### src/rtl/lp_pin_pkg.sv
// package: shared constants and types for the low-power pin state controller
package lp_pin_pkg;

    // ****************************************
    // power state machine
    // ****************************************
    typedef enum logic [4:0] {
        ST_RESET  = 5'h01,
        ST_NORMAL = 5'h02,
        ST_SLEEP  = 5'h04,
        ST_PSTOP  = 5'h08,
        ST_SSTOP  = 5'h10
    } power_state_type;

    // requested mode codes from the core
    localparam logic [1:0] MODE_NORMAL = 2'h0;
    localparam logic [1:0] MODE_SLEEP  = 2'h1;
    localparam logic [1:0] MODE_PSTOP  = 2'h2;
    localparam logic [1:0] MODE_SSTOP  = 2'h3;

    // ****************************************
    // pin input bundle layout
    // ****************************************
    localparam int PIN_IN_W       = 7;
    localparam int PIN_RX1        = 0;
    localparam int PIN_ASYNC1_CLEAR_TO_SEND       = 1;
    localparam int PIN_CSIO_RX    = 2;
    localparam int PIN_DMA0_REQUEST_IN      = 3;
    localparam int PIN_DMA1_REQUEST_IN      = 4;
    localparam int PIN_ASYNC1_CLK = 5;
    localparam int PIN_CSIO_CLK   = 6;

    // idle level of every pin input (all idle high)
    localparam logic [PIN_IN_W-1:0] PIN_IN_IDLE = 7'h7f;

    // ****************************************
    // reset values and decode
    // ****************************************
    localparam logic       STROBE_IDLE   = 1'b1;
    localparam logic       TX_IDLE       = 1'b1;
    localparam logic       HALT_LOW      = 1'b0;
    localparam logic       PCLK_RESET    = 1'b0;
    localparam logic [7:0] IO_UPPER_PAGE = 8'h00;

endpackage

### src/rtl/lp_sync_if.sv
// interface: raw pin bits and their debounced, synchronised copy
`timescale 1ns/10ps
interface lp_sync_if #(
    parameter int WIDTH = 7
);
    logic [WIDTH-1:0] raw;
    logic [WIDTH-1:0] clean;

    modport producer (output raw, input clean);
    modport syncer   (input raw, output clean);
endinterface

### src/rtl/lp_pin_sync.sv
// module: three-stage synchroniser, change accepted when stages two and three agree
`timescale 1ns/10ps
module lp_pin_sync #(
    parameter int                 WIDTH     = 7,
    parameter logic [WIDTH-1:0]   RESET_VAL = '1
) (
    input  wire logic     i_ref_clk,
    input  wire logic     i_rst,
    lp_sync_if.syncer     sync
);

    // ****************************************
    // elaboration check
    // ****************************************
    if (WIDTH < 1) begin : g_bad_width
        $error("lp_pin_sync: WIDTH must be at least 1");
    end

    // ****************************************
    // per-bit stages
    // ****************************************
    for (genvar b = 0; b < WIDTH; b++) begin : g_bit
        logic s1_reg;
        logic s2_reg;
        logic s3_reg;
        logic out_reg;
        wire  agree = (s2_reg == s3_reg);

        // first stage is read only by the second
        always_ff @(posedge i_ref_clk) begin
            if (i_rst) begin
                s1_reg  <= RESET_VAL[b];
                s2_reg  <= RESET_VAL[b];
                s3_reg  <= RESET_VAL[b];
                out_reg <= RESET_VAL[b];
            end else begin
                s1_reg  <= sync.raw[b];
                s2_reg  <= s1_reg;
                s3_reg  <= s2_reg;
                out_reg <= agree ? s3_reg : out_reg;
            end
        end

        assign sync.clean[b] = out_reg;
    end

endmodule

### src/rtl/lp_pin_ctrl.sv
// module: pin state control for reset, sleep, peripheral stop and system stop
//
// Functional notes
// - internal register block decoded at programmable page
// - bus strobes other than halt idle high except peripheral stop, halt held low in sleep and system stop
// - transmit outputs high in reset, frozen in stops
// - serial inputs ignored in peripheral stop, DMA requests ignored in sleep
`timescale 1ns/10ps
module lp_pin_ctrl
    import lp_pin_pkg::*;
(
    input  wire logic        i_ref_clk,
    input  wire logic        i_rst,
    // mode request and configuration from the core
    input  wire logic [1:0]  i_mode_req,
    input  wire logic        i_async1_clk_internal,
    input  wire logic        i_csio_clk_internal,
    input  wire logic        i_io_base_bit_high,
    input  wire logic        i_io_base_bit_low,
    // internal register decode
    input  wire logic        i_io_cycle,
    input  wire logic [15:0] i_io_addr,
    output logic             o_internal_select,
    // core-side strobe levels (active low, as they would appear on the pins), then transmit data and serial clocks
    input  wire logic        i_core_rd_n,
    input  wire logic        i_core_wr_n,
    input  wire logic        i_core_memory_request_strobe_n,
    input  wire logic        i_core_io_request_strobe_n,
    input  wire logic        i_core_refresh_strobe_n,
    input  wire logic        i_core_first_cycle_strobe_n,
    input  wire logic        i_core_dma0_transfer_end_n,
    input  wire logic        i_core_dma1_transfer_end_n,
    input  wire logic        i_core_halt_n,
    input  wire logic        i_core_async1_transmit,
    input  wire logic        i_core_clocked_serial_transmit,
    input  wire logic        i_core_async1_clk,
    input  wire logic        i_core_csio_clk,
    // pins: strobes
    output logic             o_rd_n,
    output logic             o_wr_n,
    output logic             o_memory_request_strobe_n,
    output logic             o_io_request_strobe_n,
    output logic             o_refresh_strobe_n,
    output logic             o_first_cycle_strobe_n,
    output logic             o_dma0_transfer_end_n,
    output logic             o_dma1_transfer_end_n,
    output logic             o_halt_n,
    // pins: clocks
    output logic             o_sys_clk,
    output logic             o_periph_clk,
    // pins: serial outputs
    output logic             o_async1_transmit_out,
    output logic             o_clocked_serial_transmit_out,
    // pins: serial clocks (two-way)
    input  wire logic        i_async1_clock_pin,
    output logic             o_async1_clock_pin,
    output logic             o_async1_clock_pin_oe,
    input  wire logic        i_clocked_serial_clock_pin,
    output logic             o_clocked_serial_clock_pin,
    output logic             o_clocked_serial_clock_pin_oe,
    // pins: inputs
    input  wire logic        i_async1_receive_in,
    input  wire logic        i_async1_clear_to_send_n,
    input  wire logic        i_clocked_serial_receive_in,
    input  wire logic        i_dma0_request_in_n,
    input  wire logic        i_dma1_request_in_n,
    // gated inputs towards the core
    output logic             o_core_async1_receive,
    output logic             o_core_async1_clear_to_send_n,
    output logic             o_core_clocked_serial_receive,
    output logic             o_core_dma0_request_n,
    output logic             o_core_dma1_request_n,
    output logic             o_core_async1_clk,
    output logic             o_core_csio_clk,
    output logic [4:0]       o_power_state
);

    // ****************************************
    // declarations
    // ****************************************
    power_state_type        state_reg;
    power_state_type        state_next;
    logic                   sys_clk_reg = 1'b0;   // free-running, never reset
    logic                   periph_clk_reg;
    logic [PIN_IN_W-1:0]    pin_clean;
    logic                   sel_reg;
    logic [8:0]             strobe_reg;
    logic [1:0]             tx_reg;
    logic [6:0]             in_reg;
    logic [3:0]             ck_reg;

    lp_sync_if #(.WIDTH(PIN_IN_W)) pin_sync ();

    // ****************************************
    // input synchroniser
    // ****************************************
    assign pin_sync.raw = {i_clocked_serial_clock_pin, i_async1_clock_pin, i_dma1_request_in_n,
                           i_dma0_request_in_n, i_clocked_serial_receive_in,
                           i_async1_clear_to_send_n, i_async1_receive_in};
    assign pin_clean    = pin_sync.clean;

    lp_pin_sync #(
        .WIDTH     (PIN_IN_W),
        .RESET_VAL (PIN_IN_IDLE)
    ) u_sync (
        .i_ref_clk (i_ref_clk),
        .i_rst     (i_rst),
        .sync      (pin_sync)
    );

    // ****************************************
    // state decode
    // ****************************************
    wire in_reset   = (state_reg == ST_RESET);
    wire in_normal  = (state_reg == ST_NORMAL);
    wire in_sleep   = (state_reg == ST_SLEEP);
    wire in_pstop   = (state_reg == ST_PSTOP);
    wire in_sstop   = (state_reg == ST_SSTOP);
    wire any_stop   = in_pstop | in_sstop;
    wire serial_on  = in_normal | in_sleep;
    wire bus_on     = in_normal | in_pstop;

    // next state follows the core request
    always_comb begin
        case (i_mode_req)
            MODE_NORMAL: state_next = ST_NORMAL;
            MODE_SLEEP:  state_next = ST_SLEEP;
            MODE_PSTOP:  state_next = ST_PSTOP;
            MODE_SSTOP:  state_next = ST_SSTOP;
            default:     state_next = ST_NORMAL;
        endcase
    end

    always_ff @(posedge i_ref_clk) begin
        if (i_rst) begin
            state_reg <= ST_RESET;
        end else begin
            state_reg <= state_next;
        end
    end

    // ****************************************
    // register block decode
    // ****************************************
    wire [1:0] io_base  = {i_io_base_bit_high, i_io_base_bit_low};
    wire       sel_next = i_io_cycle && (i_io_addr[15:8] == IO_UPPER_PAGE)
                          && (i_io_addr[7:6] == io_base);

    // ****************************************
    // bus strobes
    // ****************************************
    wire [8:0] core_strobes = {i_core_halt_n, i_core_dma1_transfer_end_n,
                               i_core_dma0_transfer_end_n, i_core_first_cycle_strobe_n,
                               i_core_refresh_strobe_n, i_core_io_request_strobe_n,
                               i_core_memory_request_strobe_n, i_core_wr_n, i_core_rd_n};
    wire       halt_next    = bus_on ? i_core_halt_n : (in_reset ? STROBE_IDLE : HALT_LOW);
    wire [8:0] strobe_next  = {halt_next,
                               bus_on ? core_strobes[7:0] : {8{STROBE_IDLE}}};

    // ****************************************
    // transmit outputs
    // ****************************************
    wire [1:0] core_tx = {i_core_clocked_serial_transmit, i_core_async1_transmit};
    wire [1:0] tx_next = serial_on ? core_tx : tx_reg;

    // ****************************************
    // gated inputs
    // ****************************************
    wire       ext_a1  = ~i_async1_clk_internal;
    wire       ext_cs  = ~i_csio_clk_internal;
    wire [2:0] ser_in  = serial_on ? pin_clean[PIN_CSIO_RX:PIN_RX1] : PIN_IN_IDLE[2:0];
    wire [1:0] dma_in  = bus_on ? pin_clean[PIN_DMA1_REQUEST_IN:PIN_DMA0_REQUEST_IN] : PIN_IN_IDLE[4:3];
    wire [1:0] clk_in  = {(serial_on && ext_cs) ? pin_clean[PIN_CSIO_CLK] : PIN_IN_IDLE[6],
                          (serial_on && ext_a1) ? pin_clean[PIN_ASYNC1_CLK] : PIN_IN_IDLE[5]};
    wire [6:0] in_next = {clk_in, dma_in, ser_in};

    // ****************************************
    // serial clock pins
    // ****************************************
    wire a1_oe  = serial_on && i_async1_clk_internal;
    wire cs_oe  = (serial_on || any_stop) && i_csio_clk_internal;
    wire cs_out = any_stop ? 1'b1 : i_core_csio_clk;
    wire [3:0] ck_next = {cs_oe, cs_out, a1_oe, i_core_async1_clk};

    // output registers
    always_ff @(posedge i_ref_clk) begin
        if (i_rst) begin
            sel_reg    <= 1'b0;
            strobe_reg <= {9{STROBE_IDLE}};
            tx_reg     <= {2{TX_IDLE}};
            in_reg     <= PIN_IN_IDLE;
            ck_reg     <= 4'h0;
        end else begin
            sel_reg    <= sel_next;
            strobe_reg <= strobe_next;
            tx_reg     <= tx_next;
            in_reg     <= in_next;
            ck_reg     <= ck_next;
        end
    end

    // ****************************************
    // clock outputs
    // ****************************************
    // system clock runs through reset as well
    always_ff @(posedge i_ref_clk) begin
        sys_clk_reg <= ~sys_clk_reg;
    end

    // peripheral clock: half the system clock, held low in reset
    always_ff @(posedge i_ref_clk) begin
        if (i_rst) begin
            periph_clk_reg <= PCLK_RESET;
        end else if (sys_clk_reg) begin
            periph_clk_reg <= ~periph_clk_reg;
        end
    end

    // ****************************************
    // port mapping
    // ****************************************
    assign o_internal_select             = sel_reg;
    assign o_rd_n                        = strobe_reg[0];
    assign o_wr_n                        = strobe_reg[1];
    assign o_memory_request_strobe_n     = strobe_reg[2];
    assign o_io_request_strobe_n         = strobe_reg[3];
    assign o_refresh_strobe_n            = strobe_reg[4];
    assign o_first_cycle_strobe_n        = strobe_reg[5];
    assign o_dma0_transfer_end_n         = strobe_reg[6];
    assign o_dma1_transfer_end_n         = strobe_reg[7];
    assign o_halt_n                      = strobe_reg[8];
    assign o_sys_clk                     = sys_clk_reg;
    assign o_periph_clk                  = periph_clk_reg;
    assign o_async1_transmit_out         = tx_reg[0];
    assign o_clocked_serial_transmit_out = tx_reg[1];
    assign o_async1_clock_pin            = ck_reg[0];
    assign o_async1_clock_pin_oe         = ck_reg[1];
    assign o_clocked_serial_clock_pin    = ck_reg[2];
    assign o_clocked_serial_clock_pin_oe = ck_reg[3];
    assign o_core_async1_receive         = in_reg[0];
    assign o_core_async1_clear_to_send_n = in_reg[1];
    assign o_core_clocked_serial_receive = in_reg[2];
    assign o_core_dma0_request_n         = in_reg[3];
    assign o_core_dma1_request_n         = in_reg[4];
    assign o_core_async1_clk             = in_reg[5];
    assign o_core_csio_clk               = in_reg[6];
    assign o_power_state                 = state_reg;

endmodule

### config.mk
export PLATFORM = sky130hd
export DESIGN_NAME = lp_pin_ctrl
export DESIGN_NICKNAME = d
export VERILOG_FILES = /design/src/rtl/lp_pin_pkg.sv /design/src/rtl/lp_sync_if.sv /design/src/rtl/lp_pin_sync.sv /design/src/rtl/lp_pin_ctrl.sv
export SDC_FILE = /design/constraint.sdc
export NUM_CORES = 1
export LEC_CHECK = 0
export ABC_AREA = 1
export ABC_CLOCK_PERIOD_IN_PS = 1000
export CAP_MARGIN = 15
export CORE_MARGIN = 2
export CORE_UTILIZATION = 50
export DETAILED_ROUTE_END_ITERATION = 16
export DONT_BUFFER_PORTS = 1
export GPL_ROUTABILITY_DRIVEN = 0
export PLACE_DENSITY = 0.77
export SETUP_SLACK_MARGIN = 0.2
export SYNTH_ARGS = -nofsm -noshare
export SYNTH_HDL_FRONTEND = slang
export SYNTH_HIERARCHICAL = 1
export SYNTH_SLANG_ARGS = --single-unit
### constraint.sdc
create_clock -name i_ref_clk -period 1 [get_ports i_ref_clk]
set_clock_uncertainty 0.1 [all_clocks]
set_input_delay 0 -clock i_ref_clk [delete_from_list [all_inputs] [get_ports i_ref_clk]]
set_output_delay 0 -clock i_ref_clk [all_outputs]
set_load 0.02 [all_outputs]
Word-level counts from Yosys, hierarchy flattened. Cells that the tools add are included.

Input port bits: 45. Logic and storage cells: 84. Output and inout bits: 30. Bits in registers: 58.

Muxes and demuxes: 4. Bitwise operators: 11. Eq/ne operators: 16. Reductions and logical operators: 13.

Operators with widths (count): $pmux 5 s4 (1); $logic_not 8->1 (1); $not 1->1 (8); $reduce_or 2->1 (4); $eq 1x1->1 (7); $logic_and 1x1->1 (6); $eq 5x1->1 const B (1); $eq 5x2->1 const B (1); $eq 5x3->1 const B (1); $eq 5x4->1 const B (1); $eq 5x5->1 const B (1); $eq 2x2->1 const B (2); $mux 1 (3); $or 1x1->1 (3); $eq 2x1->1 const B (1); $eq 2x2->1 (1); $logic_not 2->1 (1); $logic_or 1x1->1 (1).

Logic depth before layout (Yosys ltp). Gate-level depths: netlist of run 1.

Depth after elaboration: 5. Gate-level depth with buffers: 6. Gate-level depth less buffers: 6.

Cells and area by module. Netlist of run 1, hierarchy kept.

Modules (own cells, without submodules): lp_pin_ctrl (cells an instance 112, times used 1, area each 1024.7 sq um, sequential area each 600.6 sq um); lp_pin_sync (cells an instance 115, times used 1, area each 970.9 sq um, sequential area each 560.5 sq um).

Worst setup path before layout of run 1. Ideal clock, no wire load.

Path type: register -> register. Start: register state_reg[1] (netlist: o_power_state[1]). End: register strobe_reg[0]. Period minus slack after synthesis: 1243 ps. Library setup time: 122 ps. Cell stages (with the launch flop): 7. Buffers on the path: 1. Arrival: 1021 ps. Setup slack: -243 ps. Data required time: 778 ps. Cell sequence: dfxtp_1 -> inv_1 -> nor2_1 -> nand3_2 -> nand2_2 -> buf_6 -> nand3b_1.

Cells in the longest elaborated chain, start to end: 4. Elaborated cells on any way between the ends: 5. Those cells by class: eq/ne: 2; bitwise: 2; reduce/logical: 1.

Ends and longest elaborated chain: start: declaration (RTL line lp_pin_ctrl.sv:81) `power_state_type state_reg;`; start signal: assignment (RTL line lp_pin_ctrl.sv:138) `state_reg <= state_next;`; $eq 5x2->1 / $eq 5x4->1 (equally long branches) (RTL line lp_pin_ctrl.sv:115, lp_pin_ctrl.sv:117); $or 1x1->1 * (RTL line lp_pin_ctrl.sv:121) `wire bus_on = in_normal | in_pstop;`; $not 1->1 (no line) *; $reduce_or 2->1 (no line) *; end signal: assignment (RTL line lp_pin_ctrl.sv:189) `strobe_reg <= {9{STROBE_IDLE}};`; end signal: assignment (RTL line lp_pin_ctrl.sv:195) `strobe_reg <= strobe_next;`; end: declaration (RTL line lp_pin_ctrl.sv:87) `logic [8:0] strobe_reg;`.

Mark *: on every way between the ends. The rest lies on a longest branch, timed or not. A chain may end at the register's enable or synchronous reset.

Worst setup path after layout of run 1.
Start: register state_reg[1] (netlist: o_power_state[1]). End: register tx_reg[0].

Cells in the longest elaborated chain, start to end: 2. Elaborated cells on any way between the ends: 3. Those cells by class: eq/ne: 2; bitwise: 1.

Ends and longest elaborated chain: $eq 5x2->1 / $eq 5x3->1 (equally long branches) (RTL line lp_pin_ctrl.sv:115, lp_pin_ctrl.sv:116); $or 1x1->1 * (RTL line lp_pin_ctrl.sv:120) `wire serial_on = in_normal | in_sleep;`; end signal: assignment (RTL line lp_pin_ctrl.sv:190) `tx_reg <= {2{TX_IDLE}};`; end signal: assignment (RTL line lp_pin_ctrl.sv:196) `tx_reg <= tx_next;`; end: declaration (RTL line lp_pin_ctrl.sv:88) `logic [1:0] tx_reg;`.

Marked as above.

==> results of run 1 <==
[stage by stage]
stage          hold slack, ns  utilization, %  instances  worst slack (ns)  cell area [µm²]
2_1_floorplan         -0.0723               -        227            -0.112             2030
3_3_place_gp          -0.0703            55.1        272           -0.0978             2060
3_5_place_dp          -0.0702            55.1        272            -0.161             2060
4_1_cts                -0.418            74.9        326            -0.126             2800
5_1_grt                -0.429            80.9        334            -0.330             3030
6_report               -0.412            80.9        334            -0.289             3030
[routing by layer]
metal	GRT usage, %	part of all wire (%)	up-vias
li1	-	-	787
met1	21.2	33	800
met2	42.8	49	126
met3	11.7	11	48
met4	8.16	7.1	0
met5	0	0	-
[where the power goes]
group | switching, mW | leakage, nW | internal, mW
clock | 0.970 | 0.127 | 1.68
sequential | 0.0649 | 0.476 | 2.32
combinational | 0.188 | 0.741 | 0.220
[cell usage after synthesis (2+ instances only)]
| cell | number |
|---|---|
| or2_1 | 14 |
| nand3_1 | 10 |
| nor2_1 | 29 |
| inv_1 | 33 |
| buf_4 | 7 |
| nor3_1 | 5 |
| dfxtp_1 | 58 |
| buf_2 | 3 |
| nand2_2 | 2 |
| nand3b_1 | 14 |
| nor2_2 | 2 |
| nand3_2 | 2 |
| nand2_1 | 40 |
| buf_6 | 4 |
[cells in the final DEF, fill, tap and decap left out]
cell             n
nor2_2          12
nand3_4          3
nand2_1         38
dlygate4sd3_1   31
o21ai_1          1
or2_1           14
nand3_1          5
inv_1           29
or2_4            1
dlymetal6s4s_1   7
nor3_2           1
dfxtp_2         13
inv_2            3
nand4_1          1
buf_4            7
dfxtp_4         27
bufinv_16        2
nor2_4           4
dfxtp_1         18
clkbuf_8        11
buf_6           11
nand3b_1        14
nand3_2          4
nand2_4          3
xnor2_2          1
nand2_2          2
inv_4            1
clkbuf_16        1
clkinv_2         2
nor2_1          15
nor3_1           4
[kinds of logic (layout without fill, tap and decap cells)]
group | count (synthesis) | after routing | synth area share [%]
AOI/OAI and AO/OA | 1 | 1 | 0.251
DFF | 58 | 58 | 58.2
buffers and inverters | 47 | 105 | 11.8
xor gates and xnor gates | 1 | 1 | 0.439
and+or+nand+nor | 120 | 121 | 29.3
[how the worst max path moves through the flow]
stage	to	start	cells after the start	slack, ns
after floorplan	strobe_reg[0]	o_power_state[1]	6	-0.11
after detailed placement	strobe_reg[2]	o_power_state[1]	5	-0.16
after global routing	tx_reg[0]	o_power_state[1]	6	-0.33
after CTS	ck_reg[3]	o_power_state[1]	6	-0.13
after global placement	strobe_reg[6]	o_power_state[1]	5	-0.1
final	tx_reg[0]	o_power_state[1]	6	-0.29
[cell type report]
| class | count | area share (%) |
|---|---|---|
| tap | 48 | 1.98 |
| sequential | 58 | 42.2 |
| clock inverter | 4 | 2.31 |
| clock buffer | 12 | 5.83 |
| inverter | 33 | 4.17 |
| timing repair buffer | 56 | 19.0 |
| multi-input combinational | 123 | 24.5 |
[critical path, cell delays in order, from the launching register on]
cell and delay [ns]:
dfxtp_4 0.39, inv_4 0.05, nor2_4 0.15, nand3_4 0.14, buf_6 0.16, nand3_1 0.07, nand3_1 0.09
[what timing repair did]
item,CTS,global route
gates resized for setup,48,58
endpoints found under the hold margin,57,54
pin swaps,10,27
cloned,0,1
buffers inserted,1,6
hold buffers,37,2
endpoints found under the setup margin,52,60
==> flow_summary.toml, run 1 <==
[setup_path]
critPathCaptureType = "flip-flop"
reg2reg_setup_slack_ns = -0.29
critPathMaxFanout = 4
path_class = "flip-flop to flip-flop"
worst_ep_arrival_time_ns = 1.41
reg2reg_depth = 6
required_ns = 1.12
cp-start-kind = "flip-flop"
regToRegEndpoint = "tx_reg[0]"
worstReg2RegStart = "o_power_state[1]"

[synthesis]
yosys.area.top_type = "dfxtp_1"
synth_top_area_share_pct = 58.2
ys_ff_latch = 58
synthFlopType = "dfxtp_1"
async_flop_share_pct = 0
yosys.cell_types.count = 18
seq_area_frac_synth_pct = 58.2
synthCells = 227
synth_nets = 272
synth_area_leaders = "dfxtp_1 (58%), nand2_1 (7.5%), inv_1 (6.2%)"
synth_warnings = 6
syn_area_um2 = 2000
synth_edf_count = 0
postSynthAreaPerCell_um2 = 8.79

[drt]
drc_errors = 0
wirelength_um = 6500
dr.pass1.iters = 5
vias_per_cell = 5.27
drtIter0Drc = 172
routedWlPerCell_um = 19.4
via_count = 1761
ant_nets = 0

[clocking]
clock_sinks = 58
cts.path.max_buffers = 2
numCtsBuffers = 9
clk_latency_ns = 0.34
htreeDepth = 3
cts_tree = "done"
clk_pin_slew_ns = 0.07
clock-root-buffer = "clkbuf_8"

[hold_path]
hp-class = "primary input to flip-flop"
hp-start = "i_rst"
whs_endpoint = "o_power_state[0]"
holdPathStages = 0

[run_status]
status = "finished with violations"
violations = "negative hold slack, negative setup slack"

[placed_design]
io_buffers = 0
dp_hpwl_um = 2330

[floorplan]
initial_core_util_pct = 53.3
coreArea_um2 = 3740
rows = 22
die_w_um = 67.2
die_area_um2 = 4510
die_height_um = 67.2
num_io_pins = 75

[final_layout]
regArea_um2 = 1280
drive_above_1_share_pct = 38.1
nNetsFinal = 326
multi_input_area_um2 = 742
largest_reg_flops = 9
nFillCells = 185
area_growth_pct = 51.7
antenna_cells = 0

[global_route]
grt_pass1_wl_um = 7290
grt_max_degree = 38
grt_util_all_layers_pct = 22.9
antenna_found_initial = 0
grt-ovfl-total = 0
grt_pass1_vias = 1560

[power_and_ir_drop]
powerDensity_nw_per_um2 = 1800
power_leakage_nw = 1.34
ir_worst_vdd_uv = 1720
power.total_mw = 5.45

[run]
maxCapViolCount = 0

[sta]
finalSetupTns_ns = -5.00
worst_pin_slew_ns = 0.219
finalWorstSetupSlack_ns = -0.289
rsz0062_at_grt = "yes"
holdWs_ns = -0.412
final_hold_viol_count = 53
slew_headroom_pct = 85.3
min_period_ns = 1.29
finalMaxSlewViolations = 0
max_freq_mhz = 776
setup_violations = 24
post-route-period-util_pct = 129
Power figures use the tool's default switching activity.
==> inputs of run 2 (changes only) <==
--- a/config.mk
+++ b/config.mk
@@ -13,8 +13,8 @@
 export DETAILED_ROUTE_END_ITERATION = 16
 export DONT_BUFFER_PORTS = 1
 export GPL_ROUTABILITY_DRIVEN = 0
-export PLACE_DENSITY = 0.77
-export SETUP_SLACK_MARGIN = 0.2
+export HOLD_SLACK_MARGIN = 0.05
+export PLACE_DENSITY = 0.73
 export SYNTH_ARGS = -nofsm -noshare
 export SYNTH_HDL_FRONTEND = slang
 export SYNTH_HIERARCHICAL = 1
==> run 2 against run 1 <==
Against the previous run:
- power fell by 11%
- clock power fell by 23%
- combinational power fell by 6.6%
- clock-buffer cell count did not move
- cell area fell by 8.1%
- the flow still finishes with violations (negative hold slack, negative setup slack)
- highest routed layer unchanged
- sequential share of layout area rose by 0.099 points
- critical path type unchanged
- critical path depth rose by 1
- cell count fell by 0.90%
- sequential power rose by 2%
- via count fell by 9.1%
- register-to-register slack improved by 0.08 ns
==> flow_summary.toml, run 2 (synthesis results as in run 1) <==
[drt]
vias_per_cell = 4.83
drc_errors = 0
via_count = 1600
wirelength_um = 4590
dr.pass1.iters = 4
routedWlPerCell_um = 13.9
ant_nets = 0
drtIter0Drc = 80

[power_and_ir_drop]
intPower_mw = 3.77
switching_share_pct = 22.1
power_frac_comb_pct = 7.9
power.total_mw = 4.84
power_leakage_nw = 1.24
ir_worst_vdd_uv = 1160
seqPwrFrac_pct = 50.1
p_switching_mw = 1.07
p_clk_share_pct = 42.0
powerDensity_nw_per_um2 = 1740

[sta]
final_hold_viol_count = 34
finalMaxSlewViolations = 0
min_period_ns = 1.21
holdWs_ns = -0.227
slew_headroom_pct = 83.5
max_freq_mhz = 829
post-route-period-util_pct = 121
finalWorstSetupSlack_ns = -0.207
setup_violations = 22
rsz0062_at_grt = "yes"
worst_pin_slew_ns = 0.247

[final_layout]
drive_above_1_share_pct = 19.8
final_cell_mix = "dfxtp_1 (53), nand2_1 (39), dlygate4sd3_1 (38)"
largest_reg_flops = 9
final_common_cell = "dfxtp_1"
area_growth_pct = 39.4
antenna_cells = 0
nNetsFinal = 324
nFillCells = 246

[run_status]
violations = "negative hold slack, negative setup slack"
status = "finished with violations"

[run]
maxCapViolCount = 0

[setup_path]
critPathMaxFanout = 4
critPathCaptureType = "flip-flop"
path_class = "flip-flop to flip-flop"
worstReg2RegStart = "o_power_state[3]"
cp-start-kind = "flip-flop"
worst_ep_arrival_time_ns = 1.38
regToRegEndpoint = "ck_reg[2]"
reg2reg_setup_slack_ns = -0.21
reg2reg_depth = 7
cp-startpoint = "o_power_state[3]"
required_ns = 1.17

[clocking]
clk_pin_slew_ns = 0.06
cts_setup_buffers = 0
clock_sinks = 58
htreeDepth = 3
clock-root-buffer = "clkbuf_8"
cts_tree = "done"
cts.path.max_buffers = 2
numCtsBuffers = 9
clk_latency_ns = 0.33

[hold_path]
holdPathStages = 1
whs_endpoint = "o_power_state[0]"
hp-class = "primary input to flip-flop"
hp-start = "i_rst"

[floorplan]
die_area_um2 = 4510
coreArea_um2 = 3740
die_w_um = 67.2
num_io_pins = 75
initial_core_util_pct = 53.3
die_height_um = 67.2
rows = 22

[placed_design]
io_buffers = 0
dp_slack_ns = -0.149
dp_hpwl_um = 2190

[global_route]
antenna_found_initial = 0
grt-ovfl-total = 0
grt_max_degree = 38
grt_pass1_vias = 1396
grt_pass1_wl_um = 6420
grt_util_all_layers_pct = 20.1
## run 2: cell count changes in the layout (fill, tap and decap cells not counted), sizes merged
cell          delta
dlygate4sd3      +7
dlymetal6s4s     -7
buf              -2
bufinv           -1
## run 2: stage by stage
step,hold slack [ns],setup TNS [ns],instance area (µm²),std cells,utilization (%)
global route,-0.237,-4.20,2780,331,74.3
CTS,-0.408,-2.24,2730,330,73.0
finish,-0.227,-3.36,2780,331,74.3
floorplan,-0.0723,-1.61,2020,227,-
detailed placement,-0.0696,-2.69,2080,276,55.6
global placement,-0.0704,-1.77,2080,276,55.6
## run 2: final cells by class
type	instances	area, µm²	area share [%]
timing repair buffer	54	528	19.0
inverter	33	124	4.45
multi-input combinational	123	707	25.4
sequential	58	1180	42.3
clock buffer	12	145	5.22
clock inverter	3	40.0	1.44
tap	48	60.1	2.16
## run 2: critical path, stage by stage, from the launching register on
cell      delay (ns)
dfxtp_4         0.40
inv_2           0.05
nor2_4          0.12
nand3_4         0.12
buf_6           0.15
nand3b_1        0.07
nand2_1         0.08
inv_1           0.07
## run 2: layer usage
| metal | routed length [µm] | vias to the layer above | GRT usage [%] |
|---|---|---|---|
| met5 | 0 | - | 0 |
| met4 | 177 | 0 | 14.3 |
| met3 | 405 | 18 | 7.17 |
| met2 | 2240 | 76 | 33.3 |
| met1 | 1770 | 721 | 21.1 |
| li1 | - | 785 | - |
## run 2: worst max path at each step
| stage | to |
|---|---|
| detailed placement | in_reg[3] |
| CTS | tx_reg[1] |
| floorplan | strobe_reg[0] |
| global placement | strobe_reg[3] |
| global route | strobe_reg[6] |
| finish | ck_reg[2] |
## run 2: timing repair
action / CTS / global route
setup endpoints to repair: 22 / 22
gates cloned: 1 / 0
hold buffers: 38 / 1
endpoints found under the hold margin: 57 / 55
pin swaps: 7 / 4
gates resized for setup: 19 / 7
## run 2: power groups by stage
stage | combinational [mW] | sequential [mW] | clock (mW)
2_1_floorplan | 0.146 | 2.48 | 0
3_3_place_gp | 0.176 | 2.47 | 0
3_5_place_dp | 0.182 | 2.47 | 0
4_1_cts | 0.324 | 2.42 | 2.06
5_1_grt | 0.409 | 2.43 | 2.20
6_report | 0.381 | 2.43 | 2.03
